<file path="src/hdl/irq_dispatch_consts.svh">
// Purpose: Constants for the two-level interrupt dispatch block
// Assumes: One system clock, cycle counts given in system clocks
// Notes: Included by the package and by the design modules
`ifndef IRQ_DISPATCH_CONSTS_SVH
`define IRQ_DISPATCH_CONSTS_SVH
// Enable register address and layout
`define IRQ_MASK_ADDR 8'hA8
`define IRQ_MASK_RESET 8'h00
`define IRQ_MASK_GLOBAL_BIT 7
`define IRQ_MASK_LOCAL_MSB 6
// Source count and vector layout
`define NUM_SRC 19
`define SRC_IDX_W 5
`define HW_CLEAR_LAST 5'h03
`define RESET_VECTOR 16'h0000
`define VEC_BASE 16'h0003
`define VEC_SHIFT 3
`define VEC_LAST 16'h0093
// Response figures in system clocks
`define DETECT_CYCLES 1
`define LCALL_CYCLES 5
`define RETI_CYCLES 5
`define DIV_CYCLES 8
`define BEST_RESPONSE (`DETECT_CYCLES + 1 + `LCALL_CYCLES)
`define WORST_RESPONSE (`DETECT_CYCLES + `RETI_CYCLES + `DIV_CYCLES + `LCALL_CYCLES)
`endif

</file>
<file path="src/hdl/irq_dispatch_pkg.sv">
// Purpose: Types shared by the interrupt dispatch modules
// Assumes: Constants header is available on the include path
// Notes: Holds types only
package irq_dispatch_pkg;
`include "irq_dispatch_consts.svh"

    // Special-register access from the core
    typedef struct packed {
        logic [7:0] addr;
        logic wr;
        logic rd;
        logic bit_wr;
        logic [2:0] bit_sel;
        logic bit_val;
        logic [7:0] wdata;
    } sfr_cmd_s;

    // Pending flags from peripherals, listed in fixed order
    typedef struct packed {
        logic spi_port1_pending;
        logic rtc_osc_fail_pending;
        logic port_match_pending;
        logic battery_supply_ok_pending;
        logic core_supply_ok_pending;
        logic [5:0] analog_timer_pending;
        logic rtc_alarm_pending;
        logic smbus_pending;
        logic spi_port0_pending;
        logic timer2_high_overflow_flag;
        logic timer2_low_overflow_flag;
        logic serial_pending;
        logic timer1_overflow_flag;
        logic ext_line1_pending;
        logic timer0_overflow_flag;
        logic ext_line0_pending;
    } irq_flags_s;

    // Phase after a return instruction
    typedef enum logic [1:0] {
        PH_RUN = 2'b01,
        PH_POST_RETI = 2'b10
    } svc_phase_e;

    typedef logic [`NUM_SRC-1:0] src_vec_t;
endpackage : irq_dispatch_pkg

</file>
<file path="src/hdl/irq_dispatch.sv">
// Purpose: Two-level interrupt dispatch for a pipelined 8-bit core
// Assumes: Flags and core strobes come from logic on clock_in
// Notes: Extended enables and priorities arrive as plain inputs
`timescale 1ns/100ps
`include "irq_dispatch_consts.svh"
module irq_dispatch
    import irq_dispatch_pkg::*;
(
    input wire logic clock_in,
    input wire logic rst_b_in,
    input wire sfr_cmd_s sfr_cmd_in,
    output logic [7:0] sfr_rdata_out,
    input wire irq_flags_s flags_in,
    input wire logic [`NUM_SRC-1:`IRQ_MASK_LOCAL_MSB+1] ext_enable_in,
    input wire src_vec_t priority_in,
    input wire logic irq_ack_in,
    input wire logic instr_done_in,
    input wire logic reti_in,
    output logic irq_req_out,
    output logic [15:0] irq_vector_out,
    output logic irq_level_out,
    output src_vec_t flag_clear_out,
    output logic [1:0] in_service_out
);
    logic [7:0] interrupt_enable_mask_reg; // Enable register
    logic [7:0] interrupt_enable_mask_next; // Its next value
    logic global_irq_enable; // Master enable bit
    logic in_svc_hi_reg; // High-level routine running
    logic in_svc_lo_reg; // Low-level routine running
    svc_phase_e phase_reg; // Return tracking phase
    src_vec_t pending; // Raw pending per source
    src_vec_t enable; // Per-source mask
    src_vec_t eligible; // Enabled pending requests
    logic hi_found, lo_found; // Arbiter results
    logic [`SRC_IDX_W-1:0] hi_idx, lo_idx;
    logic cand; // A request may be raised
    logic cand_level; // Level of the winner
    logic [`SRC_IDX_W-1:0] cand_idx; // Winner index
    logic [`SRC_IDX_W-1:0] taken_idx_reg; // Index behind the strobe
    logic taken; // Core accepted the vector

    // Gather flags into fixed order, merged groups share a slot
    always_comb begin
        pending = {flags_in.spi_port1_pending, flags_in.rtc_osc_fail_pending,
                   flags_in.port_match_pending,
                   flags_in.core_supply_ok_pending | flags_in.battery_supply_ok_pending,
                   flags_in.analog_timer_pending, flags_in.rtc_alarm_pending,
                   flags_in.smbus_pending, flags_in.spi_port0_pending,
                   flags_in.timer2_high_overflow_flag | flags_in.timer2_low_overflow_flag,
                   flags_in.serial_pending, flags_in.timer1_overflow_flag,
                   flags_in.ext_line1_pending, flags_in.timer0_overflow_flag,
                   flags_in.ext_line0_pending};
    end

    // Masks: low seven from the register, rest external
    assign global_irq_enable = interrupt_enable_mask_reg[`IRQ_MASK_GLOBAL_BIT];
    assign enable = {ext_enable_in, interrupt_enable_mask_reg[`IRQ_MASK_LOCAL_MSB:0]};
    // Flags stay pending outside, gated here only
    assign eligible = global_irq_enable ? (pending & enable) : '0;

    // One picker per level, fixed order inside each
    irq_fixed_order_pick u_pick_hi (
        .req_in(eligible & priority_in),
        .found_out(hi_found),
        .idx_out(hi_idx)
    );
    irq_fixed_order_pick u_pick_lo (
        .req_in(eligible & ~priority_in),
        .found_out(lo_found),
        .idx_out(lo_idx)
    );

    // Level decode each cycle with preemption limits
    always_comb begin
        cand = 1'b0;
        cand_level = 1'b0;
        cand_idx = hi_idx;
        if (phase_reg == PH_POST_RETI) begin
            // Hold off until the instruction after return
            cand = 1'b0;
        end else if (hi_found && !in_svc_hi_reg) begin
            cand = 1'b1;
            cand_level = 1'b1;
        end else if (lo_found && !in_svc_hi_reg && !in_svc_lo_reg) begin
            cand = 1'b1;
            cand_idx = lo_idx;
        end
    end

    assign taken = irq_req_out && irq_ack_in;

    // Request strobe, vector and level, registered once: the detect cycle
    always_ff @(posedge clock_in or negedge rst_b_in) begin
        if (!rst_b_in) begin
            irq_req_out <= 1'b0;
            irq_vector_out <= `RESET_VECTOR;
            irq_level_out <= 1'b0;
            taken_idx_reg <= '0;
        end else begin
            irq_req_out <= cand && !taken;
            if (cand && !taken) begin
                irq_vector_out <= `VEC_BASE + (16'(cand_idx) << `VEC_SHIFT);
                irq_level_out <= cand_level;
                taken_idx_reg <= cand_idx;
            end
        end
    end

    // Hardware flag clear on vectoring for the four auto-cleared sources
    always_ff @(posedge clock_in or negedge rst_b_in) begin
        if (!rst_b_in) begin
            flag_clear_out <= '0;
        end else begin
            flag_clear_out <= '0;
            if (taken && taken_idx_reg <= `HW_CLEAR_LAST) begin
                flag_clear_out[taken_idx_reg] <= 1'b1;
            end
        end
    end

    // In-service bits: set on acceptance unless a return comes in the same cycle, return clears the higher one
    always_ff @(posedge clock_in or negedge rst_b_in) begin
        if (!rst_b_in) begin
            in_svc_hi_reg <= 1'b0;
            in_svc_lo_reg <= 1'b0;
        end else begin
            if (reti_in) begin
                if (in_svc_hi_reg) begin
                    in_svc_hi_reg <= 1'b0;
                end else begin
                    in_svc_lo_reg <= 1'b0;
                end
            end else if (taken) begin
                if (irq_level_out) begin
                    in_svc_hi_reg <= 1'b1;
                end else begin
                    in_svc_lo_reg <= 1'b1;
                end
            end
        end
    end
    assign in_service_out = {in_svc_hi_reg, in_svc_lo_reg};

    // Return phase: one full instruction runs before the next call
    always_ff @(posedge clock_in or negedge rst_b_in) begin
        if (!rst_b_in) begin
            phase_reg <= PH_RUN;
        end else begin
            case (phase_reg)
                PH_RUN: begin
                    if (reti_in) begin
                        phase_reg <= PH_POST_RETI;
                    end
                end
                PH_POST_RETI: begin
                    if (instr_done_in) begin
                        phase_reg <= PH_RUN;
                    end
                end
                default: begin
                    phase_reg <= PH_RUN;
                end
            endcase
        end
    end

    // Enable register write: byte or single bit, same address on every page
    always_comb begin
        interrupt_enable_mask_next = interrupt_enable_mask_reg;
        if (sfr_cmd_in.addr == `IRQ_MASK_ADDR) begin
            if (sfr_cmd_in.wr) begin
                interrupt_enable_mask_next = sfr_cmd_in.wdata;
            end else if (sfr_cmd_in.bit_wr) begin
                interrupt_enable_mask_next[sfr_cmd_in.bit_sel] = sfr_cmd_in.bit_val;
            end
        end
    end

    always_ff @(posedge clock_in or negedge rst_b_in) begin
        if (!rst_b_in) begin
            interrupt_enable_mask_reg <= `IRQ_MASK_RESET;
        end else begin
            interrupt_enable_mask_reg <= interrupt_enable_mask_next;
        end
    end

    // Read data: the enable register, zero for other addresses
    always_ff @(posedge clock_in or negedge rst_b_in) begin
        if (!rst_b_in) begin
            sfr_rdata_out <= 8'h00;
        end else if (sfr_cmd_in.rd) begin
            sfr_rdata_out <= (sfr_cmd_in.addr == `IRQ_MASK_ADDR) ? interrupt_enable_mask_reg : 8'h00;
        end
    end
endmodule : irq_dispatch

</file>
<file path="src/hdl/irq_fixed_order_pick.sv">
// Purpose: Pick the lowest-index request of a vector
// Assumes: Purely combinational
// Notes: Used once per priority level
`timescale 1ns/100ps
`include "irq_dispatch_consts.svh"
module irq_fixed_order_pick
    import irq_dispatch_pkg::*;
(
    input wire src_vec_t req_in,
    output logic found_out,
    output logic [`SRC_IDX_W-1:0] idx_out
);
    // Scan from highest index down so index 0 wins last
    always_comb begin
        found_out = 1'b0;
        idx_out = '0;
        for (int i = `NUM_SRC - 1; i >= 0; i--) begin
            if (req_in[i]) begin
                found_out = 1'b1;
                idx_out = i[`SRC_IDX_W-1:0];
            end
        end
    end
endmodule : irq_fixed_order_pick
</file>
<file path="config.mk">
export PLATFORM = sky130hd
export DESIGN_NAME = irq_dispatch
export DESIGN_NICKNAME = d
export VERILOG_FILES = /design/src/hdl/irq_dispatch_pkg.sv /design/src/hdl/irq_dispatch.sv /design/src/hdl/irq_fixed_order_pick.sv
export VERILOG_INCLUDE_DIRS = /design/src /design/src/hdl
export SDC_FILE = /design/constraint.sdc
export NUM_CORES = 1
export LEC_CHECK = 0
export ABC_CLOCK_PERIOD_IN_PS = 5100
export BUFFER_PORTS_ARGS = -buffer_cell sky130_fd_sc_hd__buf_2
export CAP_MARGIN = 5
export CORE_ASPECT_RATIO = 0.7
export CORE_MARGIN = 2
export CORE_UTILIZATION = 51
export CTS_CLUSTER_SIZE = 20
export DETAILED_ROUTE_END_ITERATION = 7
export PLACE_DENSITY = 0.86
export RECOVER_POWER = 100
export REMOVE_ABC_BUFFERS = 1
export SETUP_SLACK_MARGIN = 0.2
export SLEW_MARGIN = 5
export SYNTH_ARGS = -nofsm -noshare
export SYNTH_HDL_FRONTEND = slang
export SYNTH_SLANG_ARGS = --single-unit
</file>
<file path="constraint.sdc">
create_clock -name clock_in -period 5.1 [get_ports clock_in]
set_input_delay 0 -clock clock_in [delete_from_list [all_inputs] [get_ports clock_in]]
set_output_delay 0 -clock clock_in [all_outputs]
set_load 0.01 [all_outputs]
</file>
# Word-level counts from Yosys, hierarchy flattened
# Index checks and enable logic that the tools add are counted.
[totals] reg_bits=62 out_inout_bits=47
[classes] n_addsub=1 order_cmp=5 n_eq_ne=7 muxes=104 bitwise_logic=6 n_reduce_logical=18
[op_table] op="5-bit two-way mux" n=41
[op_table] op="19-bit AND" n=3
[op_table] op="1-bit two-way mux" n=52
[op_table] op="19-bit two-way mux" n=2
[op_table] op="8-bit two-way mux" n=3
[op_table] op="19-bit NOT" n=1
[op_table] op="2-bit by 8-bit adder with 9-bit output, first input constant" n=1
[op_table] op="8-bit bitwise mux" n=1
[op_table] op="8-bit equality test, second input constant" n=1
[op_table] op="1-bit logical AND" n=8
[op_table] op="2-bit inequality test, second input constant" n=4
[op_table] op="5-bit by 6-bit less-than comparator with 1-bit output, second input constant" n=1
[op_table] op="2-bit AND reduction" n=3
[op_table] op="2-bit nonzero test" n=3
[op_table] op="1-bit demux with 5-bit select" n=1
[op_table] op="5-bit by 1-bit >= comparator with 1-bit output, second input constant" n=1
[op_table] op="5-bit by 2-bit <= comparator with 1-bit output, second input constant" n=1
[op_table] op="3-bit by 4-bit less-than comparator with 1-bit output, second input constant" n=1
[op_table] op="2-bit two-way mux" n=2
[op_table] op="2-bit one-hot mux with 2 select lines" n=1
[op_table] op="1-bit demux with 3-bit select" n=1
[op_table] op="3-bit by 1-bit >= comparator with 1-bit output, second input constant" n=1
[op_table] op="1-bit zero test" n=3
[op_table] op="3-bit AND reduction" n=1
[op_table] op="other kinds (3)" n=4

# Longest topological paths before layout
[logic_depth] word_depth=29 depth_mapped=10 ltp_nobuf=7

# By module
# A second synthesis with hierarchy kept.
[unflattened] hier_cells=335 area_unflattened_um2=2819.0
[by_module_without_submodules] mod="irq_dispatch" n_inst=1 cells_per_inst=259 area_each_um2=2373.5 seq_area_each_um2=1177.4
[by_module_without_submodules] mod="irq_fixed_order_pick" n_inst=2 cells_per_inst=38 area_each_um2=222.7 seq_area_each_um2=0.0

# Worst setup path before layout
# OpenSTA, ideal clock, no wires.
[synth_timing] path_type="reg-to-reg" startpoint="reg interrupt_enable_mask_reg[7]" endpoint="reg taken_idx_reg[0]" setup_time_ns=0.082 arrival_time_ns=1.945 t_required_ns=5.018 slack_ns=3.073 path_stages_with_launch=9 cell_sequence="dfrtp_1 > buf_6 > nand4_1 > nand2_2 > nor4_4 > nand3_2 > nand4bb_4 > or3b_1 > a31oi_1"
[synth_between] elab_chain_cells=27 elab_cells_between_ends=87 classes_between="mux (81); bitwise (2); reduce/logical (4)"
[synth_lines] element="start: declaration" line_no="irq_dispatch.sv:25" rtl="logic [7:0] interrupt_enable_mask_reg;"
[synth_lines] element="start signal: assignment" line_no="irq_dispatch.sv:181" rtl="interrupt_enable_mask_reg <= `IRQ_MASK_RESET;"
[synth_lines] element="start signal: assignment" line_no="irq_dispatch.sv:183" rtl="interrupt_enable_mask_reg <= interrupt_enable_mask_next;"
[synth_lines] element="19-bit two-way mux (*)" line_no="irq_dispatch.sv:59" rtl="assign eligible = global_irq_enable ? (pending & enable) : '0;"
[synth_lines] element="19-bit AND" line_no="irq_dispatch.sv:68" rtl=".req_in(eligible & ~priority_in),"
[synth_lines] element="1-bit two-way mux (19 in series)" line_no="irq_fixed_order_pick.sv:18" rtl="if (req_in[i]) begin"
[synth_lines] element="1-bit logical AND (2 in series)" line_no="irq_dispatch.sv:84" rtl="end else if (lo_found && !in_svc_hi_reg && !in_svc_lo_reg) begin"
[synth_lines] element="1-bit two-way mux" line_no="irq_dispatch.sv:84"
[synth_lines] element="1-bit two-way mux" line_no="irq_dispatch.sv:81" rtl="end else if (hi_found && !in_svc_hi_reg) begin"
[synth_lines] element="1-bit two-way mux" line_no="irq_dispatch.sv:78" rtl="if (phase_reg == PH_POST_RETI) begin"
[synth_lines] element="1-bit logical AND" line_no="irq_dispatch.sv:101" rtl="if (cand && !taken) begin"
[synth_lines] element="end signal: assignment" line_no="irq_dispatch.sv:104" rtl="taken_idx_reg <= cand_idx;"
[synth_lines] element="end: declaration" line_no="irq_dispatch.sv:39" rtl="logic [`SRC_IDX_W-1:0] taken_idx_reg;"
# Every way passes the cells marked *; elsewhere a longest branch is shown, timed or not.
# A chain may end at the register's enable or synchronous reset.

# Worst setup path in the final report
[layout_timing] startpoint="reg interrupt_enable_mask_reg[7]" endpoint="reg taken_idx_reg[3]"
# Same word-level chain as after synthesis.

==> metrics.cfg <==
[sta]
final_max_slew_viol_count = 48
period_share = 0.6312
fin_worst_skew_ns = 0.006551
fin_crit_ns = 3.219
slew_headroom = -0.6155
hold_viol_final = 0
worst_slew_pin_slew_ns = 2.423
fmax_ghz = 0.3106
grt_setup_unrepaired = false
setup_violations = 0
tns_ns = 0

[routing]
dr_total_vias = 2751
detail_route.first_pass.iterations = 5
drt-initial-drc-count = 135
ant_nets = 0
drt_wl_total_um = 7045
wl_per_cell_um = 13.95
avgViaCountPerCell = 5.448
drcViolationCount = 0

[yosys]
synthAdderAreaFrac = 0
yosysWarnings = 0
synth_area_leader_cell = dfrtp_1
ys.flop_type = dfrtp_1
synth_edf_count = 0
synth-seq-area-share = 0.4270
synth-simple-area-share = 0.2750
synth_xor_area_frac = 0
synth.mux.area_fraction = 0.01633
synth_compound_area_frac = 0.1987
synth_area_um2 = 2758
async_flop_share = 1.000
synthDistinctLibCells = 62
synth_cells = 296
ys_ff_latch = 47
synth_top_family_by_area = simple AND/OR/NAND/NOR gates
synth_top_area_frac = 0.4174
synth_area_leaders = dfrtp_1, nor2_1, o22ai_1, buf_4, nand2_1
ys_top_cells_by_count = dfrtp_1, nor2_1, nand2_1
yosysMostFrequentCell = dfrtp_1
synth.avg_cell_area_um2 = 9.316

[power_and_ir_drop]
p_switching_mw = 0.2475
p_int_mw = 0.6263
finalPower_mw = 0.8738
vdd_drop_max_mv = 0.1561
seqPwrFrac = 0.510
power_density_nw_per_um2 = 247.7
p_sw_frac = 0.2832
clkPwrFrac = 0.317
p_comb_frac = 0.173
power.leakage_nw = 1.631

[finish]
area_delta_synth_final_pct = 27.90
drive_above_1_share = 0.2356
layout.nets = 512
multi_input_area_um2 = 1428
largest_reg_flops = 19
regArea_um2 = 1177
fill_cells = 443
n_antenna_cell = 0

[setup_path]
r2r_cells = 7
endpoint = taken_idx_reg[3]
slowest_delay_ns = 1.13
crit_required_ns = 5.29
cpLargestDelayFamily = compound AO/OA/AOI/OAI gates
end_kind = flop
arrival_ns = 3.41
r2r-end = taken_idx_reg[3]
crit_start = interrupt_enable_mask_reg[7]
crit_buf_inv = 0
crit_path_max_fanout = 41
worstPathCellList = o211ai_1 > o21ai_0 > nor4_1 > a41oi_1 > o21a_1 > o311ai_0 > o21a_1
cp-start-kind = flop
critPathSlowestCell = dfrtp_1
criticalPathCategory = flop to flop
cp_num_cells = 7
r2r-start = interrupt_enable_mask_reg[7]
r2r_setup_slack_ns = 1.88
crit_top_cell = o21a_1

[global_routing]
grt_max_degree = 48
grt_first_pass_wirelength_um = 11460
grt_pass1_vias = 2597
overflow = 0
antenna_found_initial = 0
gr-usage-all-layers = 0.2369

[placement]
gp_congestion = 0.8940
hpwl_um = 5389
port_buffers = 117

[floorplanning]
core.rowCount = 22
ios = 127
initial_core_util = 0.5273
core-area_um2 = 5230
dieArea_um2 = 6021
die_w_um = 91.89
die_y_um = 65.52

[status]
failed_checks = max-capacitance violations, max-slew violations
status = finished with violations

[cts]
clock_latency_ns = 0.29
numCtsBuffers = 5
tritoncts = yes
htreeDepth = 2
clock_path_buffers = 2
postCtsSetupBuffers = 0
cts_resized = 0
cts-root-buf = clkbuf_8
clkSlewWorstSetupHoldPaths_ns = 0.09
cts_sinks = 47

[flow_run]
drv_cap = 1

[min_path]
hold_path_class = input port to flop

## worst min-delay path: stages
cell and delay, ns:
buf_2 0.11, nand2_1 0.10, o31ai_1 0.07
## layer usage
layer  GRT usage  vias to the layer above  routed length, um
met1      0.3201                     1272               3208
met2      0.4007                      135               3260
li1            -                     1340                  -
met4     0.05037                        0                 17
met3     0.04702                        4                559
met5           0                        -                  0
## worst min path at each step
stage | slack [ns] | start | cells after the start | end
final | 0.03 | irq_ack_in | 3 | in_svc_lo_reg
after global routing | 0.04 | irq_ack_in | 3 | in_svc_lo_reg
after CTS | 0.02 | irq_ack_in | 3 | in_svc_lo_reg
after detailed placement | 0.21 | reti_in | 2 | in_svc_hi_reg
after global placement | 0.21 | rst_b_in | 1 | in_svc_hi_reg
after floorplan | -0.30 | rst_b_in | 0 | flag_clear_out[0]
## power groups by stage
stage | Clock (mW) | Sequential, mW | Combinational [mW]
4_1_cts | 0.280 | 0.444 | 0.160
3_5_place_dp | 0 | 0.451 | 0.154
6_report | 0.277 | 0.446 | 0.151
3_3_place_gp | 0 | 0.450 | 0.150
5_1_grt | 0.297 | 0.451 | 0.167
2_1_floorplan | 0 | 0.461 | 0.0443
## cell type report
cell class | instances | area share
Clock buffer | 5 | 0.01951
Clock inverter | 3 | 0.01313
Inverter | 16 | 0.01703
Multi-Input combinational cell | 233 | 0.4048
Sequential cell | 47 | 0.3338
Tap cell | 72 | 0.02554
Timing Repair Buffer | 129 | 0.1862
## cell usage in the layout, fill, tap and decap left out, types with 4 or more instances in the layout
cell,instances
a21oi_1,6
a31oi_1,4
buf_2,78
clkbuf_1,39
clkbuf_8,5
conb_1,24
dfrtp_1,46
dlygate4sd3_1,12
inv_1,16
mux2_2,4
nand2_1,25
nand3_1,11
nand4_1,14
nand4b_1,8
nor2_1,32
nor2b_1,4
nor3b_1,5
o21a_1,5
o21ai_0,11
o22ai_1,16
o311ai_0,4
## cells by family after synthesis
logic type / after synthesis
other cells: 1
simple gates: 129
mux: 4
buf+inv: 39
compound gates: 76
flops: 47
## what timing repair did
item / in CTS / in global routing
hold endpoints to repair: 58 / 0
hold buffers: 12 / 0
endpoints found under the setup margin: 0 / 0
## through the flow
step           cell area (um^2)  instances  utilization  setup slack, ns  hold WS [ns]
2_1_floorplan              2679        296            -            2.600       -0.2956
3_3_place_gp               3354        485       0.6414            2.280        0.2052
3_5_place_dp               3354        485       0.6414            2.130        0.2130
4_1_cts                    3590        505       0.6864            2.140       0.01900
5_1_grt                    3527        505       0.6744            1.607       0.04014
6_report                   3527        505       0.6744            1.881       0.02851
No activity file was read; power rests on OpenSTA's default activity.
